--- src/design/aoc_regs.svh ---
`ifndef AOC_REGS_SVH
`define AOC_REGS_SVH

// ----------------------------------------------------------------
// Serial word layout
// ----------------------------------------------------------------
`define AOC_ADDR_W 5
`define AOC_DATA_W 11
`define AOC_FRAME_BITS 5'h10

// ----------------------------------------------------------------
// Register offsets
// ----------------------------------------------------------------
`define AOC_OFS_POWER_INTERFACE 5'h00
`define AOC_OFS_OUTPUT_TIMING 5'h04
`define AOC_OFS_DDR_ORDERING 5'h09
`define AOC_OFS_FORMAT_PATTERN 5'h0a
`define AOC_OFS_USER_PATTERN_LOW 5'h0b
`define AOC_OFS_GAIN_PATTERN_HIGH 5'h0c

// ----------------------------------------------------------------
// Field positions
// ----------------------------------------------------------------
`define AOC_POS_STANDBY 0
`define AOC_POS_PDN_CLKOUT 2
`define AOC_POS_SOFT_RESET 4
`define AOC_POS_EXT_REF 5
`define AOC_POS_LVDS_MODE 8
`define AOC_POS_COARSE_GAIN 9
`define AOC_POS_PDN_OUTBUF 10
`define AOC_POS_CLK_SHIFT 8
`define AOC_POS_CAPTURE_EDGE 9
`define AOC_POS_DATA_SHIFT 10
`define AOC_POS_BYTE_WISE 10
`define AOC_POS_NUMBER_CODING 10
`define AOC_POS_PATTERN_HI 7
`define AOC_POS_PATTERN_LO 5
`define AOC_POS_CUSTOM_LOW_HI 10
`define AOC_POS_CUSTOM_LOW_LO 4
`define AOC_POS_CUSTOM_HIGH_HI 4
`define AOC_POS_CUSTOM_HIGH_LO 0
`define AOC_POS_FINE_GAIN_HI 10
`define AOC_POS_FINE_GAIN_LO 8

// ----------------------------------------------------------------
// Pattern codes and values
// ----------------------------------------------------------------
`define AOC_PAT_LIVE 3'h0
`define AOC_PAT_ZEROS 3'h1
`define AOC_PAT_ONES 3'h2
`define AOC_PAT_TOGGLE 3'h3
`define AOC_PAT_RAMP 3'h4
`define AOC_PAT_CUSTOM 3'h5
`define AOC_WORD_ZEROS 12'h000
`define AOC_WORD_ONES 12'hfff
`define AOC_WORD_TOGGLE_A 12'haaa
`define AOC_WORD_TOGGLE_B 12'h555
`define AOC_WORD_MIDSCALE 12'h800

// ----------------------------------------------------------------
// Fine gain coefficients, unity is 1024
// ----------------------------------------------------------------
`define AOC_GAIN_FRAC_BITS 10
`define AOC_GAIN_0DB 12'h400
`define AOC_GAIN_1DB 12'h47d
`define AOC_GAIN_2DB 12'h509
`define AOC_GAIN_3DB 12'h5a7
`define AOC_GAIN_4DB 12'h657
`define AOC_GAIN_5DB 12'h71d
`define AOC_GAIN_6DB 12'h7fb

`endif

--- src/design/aoc_pkg.sv ---
`default_nettype none

package aoc_pkg;

  // Programmed fields of the control registers
  typedef struct packed {
    logic standby;
    logic pdn_clkout;
    logic ext_ref;
    logic lvds_mode;
    logic coarse_gain;
    logic pdn_outbuf;
    logic clk_shift;
    logic capture_edge;
    logic data_shift;
    logic byte_wise;
    logic number_coding;
    logic [2:0] pattern_sel;
    logic [11:0] custom_word;
    logic [2:0] fine_gain;
  } aoc_cfg_type;

  // Serial port receiver state
  typedef struct packed {
    logic sclk_s1;
    logic sclk_s2;
    logic sclk_prev;
    logic sen_n_s1;
    logic sen_n_s2;
    logic sen_n_prev;
    logic sdata_s1;
    logic sdata_s2;
    logic [15:0] shift;
    logic [4:0] count;
    logic wr_valid;
    logic [4:0] wr_addr;
    logic [10:0] wr_data;
  } aoc_spi_type;

  // Pattern generator state
  typedef struct packed {
    logic [11:0] ramp;
    logic toggle;
    logic [11:0] word;
  } aoc_pat_type;

endpackage

`default_nettype wire

--- src/design/aoc_serial_port.sv ---
`include "aoc_regs.svh"
`default_nettype none

module aoc_serial_port
  import aoc_pkg::*;
(
  input wire logic clk_in,
  input wire logic resetn_in,
  input wire logic sclk_in,
  input wire logic sen_n_in,
  input wire logic sdata_in,
  output logic wr_valid_out,
  output logic [4:0] wr_addr_out,
  output logic [10:0] wr_data_out
);

  aoc_spi_type st_r;
  aoc_spi_type st_nxt;

  // Sample pins, shift bits on serial clock rise, commit on enable rise
  always_comb begin
    st_nxt = st_r;
    st_nxt.sclk_s1 = sclk_in;
    st_nxt.sclk_s2 = st_r.sclk_s1;
    st_nxt.sclk_prev = st_r.sclk_s2;
    st_nxt.sen_n_s1 = sen_n_in;
    st_nxt.sen_n_s2 = st_r.sen_n_s1;
    st_nxt.sen_n_prev = st_r.sen_n_s2;
    st_nxt.sdata_s1 = sdata_in;
    st_nxt.sdata_s2 = st_r.sdata_s1;
    st_nxt.wr_valid = 1'b0;
    if (st_r.sen_n_s2 && !st_r.sen_n_prev) begin
      if (st_r.count >= `AOC_FRAME_BITS) begin
        st_nxt.wr_valid = 1'b1;
        st_nxt.wr_addr = st_r.shift[15:11];
        st_nxt.wr_data = st_r.shift[10:0];
      end
    end
    if (st_r.sen_n_s2) begin
      st_nxt.count = 5'h00;
    end else if (st_r.sclk_s2 && !st_r.sclk_prev) begin
      st_nxt.shift = {st_r.shift[14:0], st_r.sdata_s2};
      if (st_r.count < `AOC_FRAME_BITS) begin
        st_nxt.count = st_r.count + 5'h01;
      end
    end
  end

  // State register
  always_ff @(posedge clk_in or negedge resetn_in) begin
    if (!resetn_in) begin
      st_r <= '{sen_n_s1: 1'b1, sen_n_s2: 1'b1, sen_n_prev: 1'b1, default: '0};
    end else begin
      st_r <= st_nxt;
    end
  end

  assign wr_valid_out = st_r.wr_valid;
  assign wr_addr_out = st_r.wr_addr;
  assign wr_data_out = st_r.wr_data;

endmodule

`default_nettype wire

--- src/design/aoc_pattern_gen.sv ---
`include "aoc_regs.svh"
`default_nettype none

module aoc_pattern_gen
  import aoc_pkg::*;
(
  input wire logic clk_in,
  input wire logic resetn_in,
  input wire logic sample_strobe_in,
  input wire logic [2:0] pattern_sel_in,
  input wire logic [11:0] custom_word_in,
  input wire logic [11:0] live_word_in,
  output logic [11:0] pattern_word_out
);

  aoc_pat_type st_r;
  aoc_pat_type st_nxt;

  // Choose one word per sample
  always_comb begin
    st_nxt = st_r;
    if (pattern_sel_in != `AOC_PAT_RAMP) begin
      st_nxt.ramp = `AOC_WORD_ZEROS;
    end
    if (pattern_sel_in != `AOC_PAT_TOGGLE) begin
      st_nxt.toggle = 1'b0;
    end
    if (sample_strobe_in) begin
      unique case (pattern_sel_in)
        `AOC_PAT_ZEROS: st_nxt.word = `AOC_WORD_ZEROS;
        `AOC_PAT_ONES: st_nxt.word = `AOC_WORD_ONES;
        `AOC_PAT_TOGGLE: begin
          st_nxt.word = st_r.toggle ? `AOC_WORD_TOGGLE_B : `AOC_WORD_TOGGLE_A;
          st_nxt.toggle = !st_r.toggle;
        end
        `AOC_PAT_RAMP: begin
          st_nxt.word = st_r.ramp;
          st_nxt.ramp = st_r.ramp + 12'h001;
        end
        `AOC_PAT_CUSTOM: st_nxt.word = custom_word_in;
        default: st_nxt.word = live_word_in;
      endcase
    end
  end

  // State register
  always_ff @(posedge clk_in or negedge resetn_in) begin
    if (!resetn_in) begin
      st_r <= '0;
    end else begin
      st_r <= st_nxt;
    end
  end

  assign pattern_word_out = st_r.word;

endmodule

`default_nettype wire

--- src/design/aoc_top.sv ---
// Overview of operation
// - Standby bit powers down conversion core only
// - Clock power-down tristates clock, data unchanged
// - Software reset restores defaults, then self-clears
// - Interface bit picks CMOS or DDR LVDS
// - Output power-down disables data and clock
// - Clock position bit delays clock 400 ps
// - Edge bit picks receiver capture clock edge
// - Data position bit delays data half cycle
// - Bit-wise: even bits rising, odd falling
// - Byte-wise: lower group rising, upper falling
// - Coding bit picks two's complement or binary
// - Pattern 000 passes live conversion result
// - Patterns 001/010 give all zeros, ones; in two's complement coding pins show 0x800, 0x7FF
// - Pattern 011 alternates 0xAAA and 0x555; in two's complement coding pins show 0x2AA, 0xD55
// - Pattern 100 ramps up one per sample
// - Pattern 101 sends custom word, MSB inverted in two's complement coding; 110/111 unused
// - Register 0B D10-D4 hold custom low bits
// - Register 0C D4-D0 hold custom high bits
// - Fine gain zero to six dB, steps
`include "aoc_regs.svh"
`default_nettype none

module aoc_top
  import aoc_pkg::*;
#(
  parameter int SAMPLE_W = 12,
  parameter int LANES = 6
) (
  input wire logic clk_in,
  input wire logic resetn_in,
  input wire logic sclk_in,
  input wire logic sen_n_in,
  input wire logic sdata_in,
  input wire logic [SAMPLE_W-1:0] adc_sample_in,
  output logic [SAMPLE_W-1:0] sample_word_out,
  output logic data_oe_out,
  output logic output_clock_pos_out,
  output logic clk_oe_out,
  output logic clk_shift_out,
  output logic core_standby_out,
  output logic coarse_gain_out,
  output logic ext_ref_out,
  output logic lvds_mode_out
);

  // ----------------------------------------------------------------
  // Types and state
  // ----------------------------------------------------------------
  typedef struct packed {
    aoc_cfg_type cfg;
    logic phase;
    logic coding;
    logic [SAMPLE_W-1:0] early;
    logic [SAMPLE_W-1:0] data_out;
    logic data_oe;
    logic clk_out;
    logic clk_oe;
    logic clk_shift;
    logic standby;
    logic coarse_gain;
    logic ext_ref;
    logic lvds_mode;
  } aoc_top_type;

  aoc_top_type st_r;
  aoc_top_type st_nxt;

  logic wr_valid;
  logic [4:0] wr_addr;
  logic [10:0] wr_data;
  logic [SAMPLE_W-1:0] live_word;
  logic [SAMPLE_W-1:0] pattern_word;
  logic sample_strobe;

  // ----------------------------------------------------------------
  // Helper functions
  // ----------------------------------------------------------------

  // Fine gain code to coefficient; unused code gives unity
  function automatic logic [11:0] gain_coef(input logic [2:0] code);
    logic [11:0] coef;
    unique case (code)
      3'h1: coef = `AOC_GAIN_1DB;
      3'h2: coef = `AOC_GAIN_2DB;
      3'h3: coef = `AOC_GAIN_3DB;
      3'h4: coef = `AOC_GAIN_4DB;
      3'h5: coef = `AOC_GAIN_5DB;
      3'h6: coef = `AOC_GAIN_6DB;
      default: coef = `AOC_GAIN_0DB;
    endcase
    return coef;
  endfunction

  // Picks one lane group out of a word for one clock half
  function automatic logic [LANES-1:0] lane_group(
    input logic [SAMPLE_W-1:0] word,
    input logic byte_wise,
    input logic upper
  );
    logic [LANES-1:0] grp;
    grp = '0;
    for (int i = 0; i < LANES; i++) begin
      if (byte_wise) begin
        grp[i] = word[i + (upper ? LANES : 0)];
      end else begin
        grp[i] = word[2 * i + (upper ? 1 : 0)];
      end
    end
    return grp;
  endfunction

  // ----------------------------------------------------------------
  // Serial programming port
  // ----------------------------------------------------------------
  aoc_serial_port u_serial (
    .clk_in(clk_in),
    .resetn_in(resetn_in),
    .sclk_in(sclk_in),
    .sen_n_in(sen_n_in),
    .sdata_in(sdata_in),
    .wr_valid_out(wr_valid),
    .wr_addr_out(wr_addr),
    .wr_data_out(wr_data)
  );

  // ----------------------------------------------------------------
  // Live sample path with fine gain
  // ----------------------------------------------------------------
  logic signed [SAMPLE_W-1:0] live_signed;
  logic signed [SAMPLE_W+12:0] live_prod;
  logic signed [SAMPLE_W+12:0] live_scaled;
  logic signed [SAMPLE_W-1:0] live_sat;

  always_comb begin
    live_signed = $signed({~adc_sample_in[SAMPLE_W-1], adc_sample_in[SAMPLE_W-2:0]});
    live_prod = live_signed * $signed({1'b0, gain_coef(st_r.cfg.fine_gain)});
    live_scaled = live_prod >>> `AOC_GAIN_FRAC_BITS;
    if (live_scaled > $signed({{14{1'b0}}, {(SAMPLE_W-1){1'b1}}})) begin
      live_sat = {1'b0, {(SAMPLE_W-1){1'b1}}};
    end else if (live_scaled < -$signed({{13{1'b0}}, 1'b1, {(SAMPLE_W-1){1'b0}}})) begin
      live_sat = {1'b1, {(SAMPLE_W-1){1'b0}}};
    end else begin
      live_sat = live_scaled[SAMPLE_W-1:0];
    end
  end

  assign live_word = st_r.cfg.standby ? `AOC_WORD_MIDSCALE
                                      : {~live_sat[SAMPLE_W-1], live_sat[SAMPLE_W-2:0]};

  // New sample at the start of each output clock period
  assign sample_strobe = !st_r.phase;

  // ----------------------------------------------------------------
  // Test pattern source
  // ----------------------------------------------------------------
  // pattern replaces sample word
  aoc_pattern_gen u_pattern (
    .clk_in(clk_in),
    .resetn_in(resetn_in),
    .sample_strobe_in(sample_strobe),
    .pattern_sel_in(st_r.cfg.pattern_sel),
    .custom_word_in(st_r.cfg.custom_word),
    .live_word_in(live_word),
    .pattern_word_out(pattern_word)
  );

  // ----------------------------------------------------------------
  // Register writes and output formatting
  // ----------------------------------------------------------------
  logic [SAMPLE_W-1:0] coded_word;
  logic [SAMPLE_W-1:0] drive_word;

  // output number coding, switched only with a new sample
  assign coded_word = st_r.coding ? pattern_word
                                             : {~pattern_word[SAMPLE_W-1],
                                                pattern_word[SAMPLE_W-2:0]};

  // Next state of registers and pins
  always_comb begin
    st_nxt = st_r;

    if (wr_valid) begin
      unique case (wr_addr)
        `AOC_OFS_POWER_INTERFACE: begin
          st_nxt.cfg.standby = wr_data[`AOC_POS_STANDBY];
          st_nxt.cfg.pdn_clkout = wr_data[`AOC_POS_PDN_CLKOUT];
          st_nxt.cfg.ext_ref = wr_data[`AOC_POS_EXT_REF];
          st_nxt.cfg.lvds_mode = wr_data[`AOC_POS_LVDS_MODE];
          st_nxt.cfg.coarse_gain = wr_data[`AOC_POS_COARSE_GAIN];
          st_nxt.cfg.pdn_outbuf = wr_data[`AOC_POS_PDN_OUTBUF];
          if (wr_data[`AOC_POS_SOFT_RESET]) begin
            st_nxt.cfg = '0;
          end
        end
        `AOC_OFS_OUTPUT_TIMING: begin
          st_nxt.cfg.clk_shift = wr_data[`AOC_POS_CLK_SHIFT];
          st_nxt.cfg.capture_edge = wr_data[`AOC_POS_CAPTURE_EDGE];
          st_nxt.cfg.data_shift = wr_data[`AOC_POS_DATA_SHIFT];
        end
        `AOC_OFS_DDR_ORDERING: begin
          st_nxt.cfg.byte_wise = wr_data[`AOC_POS_BYTE_WISE];
        end
        `AOC_OFS_FORMAT_PATTERN: begin
          st_nxt.cfg.number_coding = wr_data[`AOC_POS_NUMBER_CODING];
          st_nxt.cfg.pattern_sel = wr_data[`AOC_POS_PATTERN_HI:`AOC_POS_PATTERN_LO];
        end
        `AOC_OFS_USER_PATTERN_LOW: begin
          st_nxt.cfg.custom_word[6:0] =
            wr_data[`AOC_POS_CUSTOM_LOW_HI:`AOC_POS_CUSTOM_LOW_LO];
        end
        `AOC_OFS_GAIN_PATTERN_HIGH: begin
          st_nxt.cfg.custom_word[11:7] =
            wr_data[`AOC_POS_CUSTOM_HIGH_HI:`AOC_POS_CUSTOM_HIGH_LO];
          st_nxt.cfg.fine_gain = wr_data[`AOC_POS_FINE_GAIN_HI:`AOC_POS_FINE_GAIN_LO];
        end
        default: begin
          // Other addresses are ignored
        end
      endcase
    end

    // Output clock half-cycle phase
    st_nxt.phase = !st_r.phase;
    // Coding follows the sample word, so a word never changes mid-sample
    if (sample_strobe) begin
      st_nxt.coding = st_r.cfg.number_coding;
    end

    // CMOS word or DDR lane groups
    drive_word = coded_word;
    if (st_r.cfg.lvds_mode) begin
      drive_word = '0;
      drive_word[LANES-1:0] = lane_group(coded_word, st_r.cfg.byte_wise, !st_r.phase);
    end

    st_nxt.early = drive_word;
    st_nxt.data_out = st_r.cfg.data_shift ? st_r.early : drive_word;

    st_nxt.clk_out = st_r.phase ^ st_r.cfg.capture_edge;

    st_nxt.data_oe = !st_r.cfg.pdn_outbuf;
    st_nxt.clk_oe = !st_r.cfg.pdn_outbuf && !st_r.cfg.pdn_clkout;

    st_nxt.clk_shift = st_r.cfg.clk_shift;
    st_nxt.standby = st_r.cfg.standby;
    st_nxt.coarse_gain = st_r.cfg.coarse_gain;
    st_nxt.ext_ref = st_r.cfg.ext_ref;
    st_nxt.lvds_mode = st_r.cfg.lvds_mode;
  end

  // State register, hardware reset to defaults
  always_ff @(posedge clk_in or negedge resetn_in) begin
    if (!resetn_in) begin
      st_r <= '0;
    end else begin
      st_r <= st_nxt;
    end
  end

  // ----------------------------------------------------------------
  // Outputs, all from flip-flops
  // ----------------------------------------------------------------
  assign sample_word_out = st_r.data_out;
  assign data_oe_out = st_r.data_oe;
  assign output_clock_pos_out = st_r.clk_out;
  assign clk_oe_out = st_r.clk_oe;
  assign clk_shift_out = st_r.clk_shift;
  assign core_standby_out = st_r.standby;
  assign coarse_gain_out = st_r.coarse_gain;
  assign ext_ref_out = st_r.ext_ref;
  assign lvds_mode_out = st_r.lvds_mode;

endmodule

`default_nettype wire

--- config.mk ---
export PLATFORM = sky130hd
export DESIGN_NAME = aoc_top
export DESIGN_NICKNAME = d
export VERILOG_FILES = /design/src/design/aoc_pkg.sv /design/src/design/aoc_serial_port.sv /design/src/design/aoc_pattern_gen.sv /design/src/design/aoc_top.sv
export VERILOG_INCLUDE_DIRS = /design/src /design/src/design
export SDC_FILE = /design/constraint.sdc
export NUM_CORES = 1
export LEC_CHECK = 0
export ABC_AREA = 1
export BUFFER_PORTS_ARGS = -buffer_cell sky130_fd_sc_hd__buf_2
export CAP_MARGIN = 40
export CORE_AREA = 2 2 133 135
export CTS_CLUSTER_SIZE = 14
export DETAILED_ROUTE_END_ITERATION = 10
export DIE_AREA = 0 0 135 137
export PLACE_DENSITY = 0.82
export SKIP_LAST_GASP = 1
export SYNTH_ARGS = -nofsm -noshare
export SYNTH_HDL_FRONTEND = slang
export SYNTH_SLANG_ARGS = --single-unit
--- constraint.sdc ---
create_clock -name clk_in -period 16.4 [get_ports clk_in]
set_input_delay 0.82 -clock clk_in [delete_from_list [all_inputs] [get_ports clk_in]]
set_output_delay 0.82 -clock clk_in [all_outputs]
set_load 0.005 [all_outputs]
# After elaboration in Yosys (flattened, before gate mapping)
# Index checks and enable logic that the tools add are counted.
[word_totals]
reg_bits = 134
in_bits = 17
word_cells = 192
[op_classes]
add_sub_neg = 12
n_mul = 1
magnitude_cmp = 16
eq_ne = 19
n_mux = 70
bitwise = 5
n_reduce_logical = 26
[op_table]
columns = ["cell", "count"]
rows = [
  ["$lt A32 B6 Y1 const B", 10],
  ["$mux W12", 9],
  ["$add A3 B32 Y32 const A", 3],
  ["$add A4 B32 Y32 const A", 3],
  ["$pmux W10 S6", 1],
  ["$pmux W12 S5", 1],
  ["$bmux W1 S4", 12],
  ["$mux W17", 2],
  ["$mux W1", 33],
  ["$add A2 B32 Y32 const A", 1],
  ["$add A5 B32 Y32 const A", 1],
  ["$mux W29", 1],
  ["$mux W25", 1],
  ["$mul A12 B12 Y24", 1],
  ["$eq A5 B4 Y1 const B", 4],
  ["$eq A3 B3 Y1 const B", 5],
  ["$mux W5", 3],
  ["$reduce_and A3 Y1", 5],
  ["$gt A14 B12 Y1 const B", 1],
  ["$lt A14 B12 Y1 const B", 1],
  ["$pmux W7 S2", 1],
  ["$reduce_bool A2 Y1", 7],
  ["$add A12 B1 Y12 const B", 1],
  ["$eq A3 B2 Y1 const B", 4],
  ["other kinds (22)", 38],
]

# Depth between registers and ports, before layout
[depth]
depth_word = 10
depth_mapped = 36

# Modules after synthesis
# Synthesis repeated with hierarchy kept, for this count alone.
[hier_totals]
cells_unflattened = 1466
area_unflattened_um2 = 11818.8
[modules_own_cells]
columns = ["module", "instances", "cells_per_inst", "area_per_inst_um2", "seq_area_each_um2"]
rows = [
  ["aoc_top", 1, 1063, 8205.4, 1576.5],
  ["aoc_serial_port", 1, 178, 2005.7, 1154.9],
  ["aoc_pattern_gen", 1, 225, 1607.8, 625.6],
]

# Worst setup path after synthesis
# OpenSTA, ideal clock, no wires.
[synth_timing]
kind = "flip-flop to flip-flop"
from = "register st_r[34] (netlist name)"
to = "register u_pattern.st_r, in the netlist u_pattern.pattern_word_out[1]"
setup_ps = 133
t_arrival_ps = 5912
t_required_ps = 16267
slack_ps = 10355
stages_incl_launch_ff = 33
path_cell_list = "dfrtp_1 -> inv_1 -> ha_1 -> nand2_2 -> inv_1 -> nor2_1 -> nand2_1 -> nand2_1 -> inv_1 -> fa_1 -> inv_1 -> fa_1 -> inv_1 -> fa_1 -> inv_1 -> fa_1 -> fa_1 -> inv_1 -> ha_1 -> inv_1 -> nor3_1 -> nand2_1 -> nor2_1 -> nand2_1 -> nand3_1 -> nand2_1 -> nand2_1 -> nand3_1 -> nand2_1 -> buf_4 -> nand2_1 -> a21oi_1 -> o21ai_1"
[synth_via]
elab_chain_cells = 8
[synth_lines]
columns = ["element", "line_no", "source"]
rows = [
  ["from (decl)", "aoc_top.sv:66", "aoc_top_type st_r;"],
  ["from (signal assigned)", "aoc_top.sv:257", "st_r <= st_nxt;"],
  ["$eq A3 B3 Y1, or another cell as far along", "aoc_top.sv:83", "unique case (code)"],
  ["$pmux W10 S6 *", "aoc_top.sv:83", ""],
  ["$mul A12 B12 Y24 *", "aoc_top.sv:137", "live_prod = live_signed * $signed({1'b0, gain_coef(st_r.cfg.fine_gain)});"],
  ["$lt A14 B12 Y1", "aoc_top.sv:141", "end else if (live_scaled < -$signed({{13{1'b0}}, 1'b1, {(SAMPLE_W-1){1'b0}}})) begin"],
  ["$mux W12", "aoc_top.sv:141", ""],
  ["$mux W12 *", "aoc_top.sv:139", "if (live_scaled > $signed({{14{1'b0}}, {(SAMPLE_W-1){1'b1}}})) begin"],
  ["$mux W12 *", "aoc_top.sv:148", "assign live_word = st_r.cfg.standby ? `AOC_WORD_MIDSCALE"],
  ["$pmux W12 S5 *", "aoc_pattern_gen.sv:29", "unique case (pattern_sel_in)"],
  ["to (signal assigned)", "aoc_pattern_gen.sv:51", "st_r <= st_nxt;"],
  ["to (decl)", "aoc_pattern_gen.sv:16", "aoc_pat_type st_r;"],
]
# Every way passes the cells marked *; elsewhere a longest branch is shown, timed or not.
# A chain may end at the register's enable or synchronous reset.

# Worst setup path in the final report
[layout_timing]
from = "register st_r[34] (netlist name)"
to = "register u_pattern.st_r, in the netlist u_pattern.pattern_word_out[8]"
# The elaborated chain is that of the path after synthesis.

==> reports/summary.txt <==
clock skew = 11.8 ps
R2R Path End = u_pattern.pattern_word_out[8]$_DFFE_PN0N_
vias per cell = 5.38
Synth Net Count = 1548
routed len/inst = 14.9 um
Total Routing Usage GR = 0.281
input/output buffers = 36
Ys Warns = 0
final hold slack = 350 ps
CP max FO = 12
vias in the first global route = 8765
Reg-to-Reg Start = st_r[34]$_DFFE_PN0P_
layout cells sized above 1 = 0.0630
startpoint class of the critical path = flip-flop
Worst-Margin Slew = 751 ps
initial antenna violation count = 0
height of the die = 137 um
Worst Path Required = 16680 ps
first-pass GRT wire length = 41000 um
num rows = 48
Primary FF master, synth = dfrtp_1
cell mode on critical path = nand2_1
Gate Count Post-Synth = 1352
DRT Wirelength = 24000 um
DR DRC count = 0
status = finished, final reports clean
worst ir drop on vdd = 0.138 mV
final setup violation count = 0
Seq cells post-synth = 134
reg2reg setup slack = 9210 ps
Final Slew Violations = 0
top-count cell post-synth = nand2_1
Post CTS Setup Buffer Count = 0
PostCTS Resize Cnt = 0
Largest stage delay, worst path = 750 ps
htree depth = 4
top post-synthesis cells by area = dfrtp_1 (30%), fa_1 (23%), nand2_1 (12%)
DRT iter0 DRCs = 783
R2R cell count = 33
pwr dens = 67.3 nW/um^2
maxcap violations = 0
total I/O pin count = 37
Remaining Overflow, GRT = 0
Syn Area/Cell = 8.12 um^2
ys async rst share = 1.00
placer congestion estimate = 0.911
Final Hold Vio Count = 0
worst hold path class = in2async
Yosys top cell area share = 0.299
sequential-to-total area share from yosys stat = 0.306
ANT cells = 0
period utilization = 0.438
worst path arrival time = 7470 ps
Post-CTS Hold Fix Bufs = 0
Worst-path clk slew = 50 ps
CTS root buf = clkbuf_16
CORE AREA = 17100 um^2
most frequent cells after synthesis = nand2_1 (343), inv_1 (305), dfrtp_1 (131)
First-pass DRT Iterations = 6
crit path max-delay cell type = fa_1
unrepaired setup endpoints after global routing = false
Net count, final = 1563
Area growth, synth to finish = 8.27%
Die Area = 18500 um^2
clock buffer depth = 2
clock period minus worst slack = 7190 ps
TritonCTS clock tree = yes
critical path capture point type = flip-flop
Vias = 8640
crit path launch = st_r[34]$_DFFE_PN0P_
TritonCTS Buffers = 17
TNS Setup = 0 ps
Yosys top cell by area = dfrtp_1
post-DP HPWL = 18400 um
fmax = 139 MHz
CTS sink cnt = 134
final instance area = 11900 um^2
Final ANT Viol Nets = 0
Worst-Skew Late Latency = 420 ps
Post-synth EDFFs = 0
Die W = 135 um
synth unique cells = 41
Cell Area, Synth = 11000 um^2
CP Class = reg2reg
initial core utilization = 0.644
Slew Limit Headroom = 0.486
placed inst area = 11300 um^2
Final Total Pwr = 0.800 mW
largest net degree at the start of global routing = 61
leakage dissipation = 6.51 nW
-- report_power, final --
part           total (mW)  internal [mW]  leakage (nW)  switching (mW)
clock network       0.379          0.239         0.288           0.140
logic              0.0629         0.0206          4.52          0.0423
registers           0.359          0.349          1.70         0.00988
total               0.800          0.608          6.51           0.192
-- kinds of logic (layout without fill, tap and decap cells) --
family                     count (synthesis)  count (layout)  share of synthesized area
xor gates and xnor gates                  13              13                     0.0104
and+or+nand+nor                          512             512                      0.187
DFF                                      134             134                      0.306
adders and majority gates                179             179                      0.289
AOI/OAI and AO/OA                        154             154                     0.0800
buffers and inverters                    360             388                      0.128
-- worst max-delay path by stage --
stage               slack [ps]                                   endpoint  cells after the start
global placement          9530  u_pattern.pattern_word_out[8]$_DFFE_PN0N_                     33
CTS                       9210  u_pattern.pattern_word_out[8]$_DFFE_PN0N_                     33
detailed placement        9240  u_pattern.pattern_word_out[8]$_DFFE_PN0N_                     33
global route              8570  u_pattern.pattern_word_out[8]$_DFFE_PN0N_                     33
floorplan                10350  u_pattern.pattern_word_out[1]$_DFFE_PN0N_                     32
finish                    9210  u_pattern.pattern_word_out[8]$_DFFE_PN0N_                     33
-- stage by stage --
step                      std cells   util  worst slack (ps)
after detailed placement       1573  0.663              9240
after global placement         1570  0.660              9530
after CTS                      1605  0.697              9210
after floorplan                1352      -             10350
after global routing           1605  0.697              8570
final                          1605  0.697              9210
-- placed cells by master, fill, tap and decap left out, types with 9 or more instances in the layout --
master / synthesis / layout
a21oi_1: 37 / 37
buf_2: 1 / 35
clkbuf_16: 0 / 17
dfrtp_1: 131 / 131
fa_1: 124 / 124
ha_1: 55 / 55
inv_1: 305 / 305
nand2_1: 343 / 343
nand3_1: 44 / 44
nor2_1: 92 / 92
nor3_1: 17 / 16
o21ai_0: 63 / 63
o22ai_1: 17 / 17
xor2_1: 9 / 9
-- layer usage --
| metal | GRT usage | part of all wire |
|---|---|---|
| met3 | 0.0441 | 0.058 |
| met2 | 0.472 | 0.48 |
| met5 | 0 | 0 |
| met4 | 0.0856 | 0.023 |
| met1 | 0.382 | 0.44 |
-- cell type report --
cell class	instances	area (um^2)
clock inverter	12	153
clock buffer	20	437
tap	225	282
multi-input combinational	858	6220
sequential	134	3360
fill	1336	5170
timing repair buffer	43	267
inverter	313	1170
-- worst max-delay path, delay by kind of cell, from the launching register on --
kind	cells	cell delay, ps
AOI/OAI and AO/OA	1	90
adders and majority gates	7	3570
buffers and inverters	8	650
DFF	1	380
and+or+nand+nor	17	2360
-- sequential cells by signal (all words and copies together), names as in the netlist --
register and count:
st_r 38, u_serial.st_r 24, u_pattern.st_r 13, sample_word_out 12, u_pattern.pattern_word_out 12, u_serial.wr_data_out 11, st_nxt 5, u_serial.st_nxt 5
u_serial.wr_addr_out 5, clk_oe_out 1, clk_shift_out 1, coarse_gain_out 1, core_standby_out 1, data_oe_out 1, ext_ref_out 1, lvds_mode_out 1
output_clock_pos_out 1, u_serial.wr_valid_out 1
(Power assumes the default switching activity.)
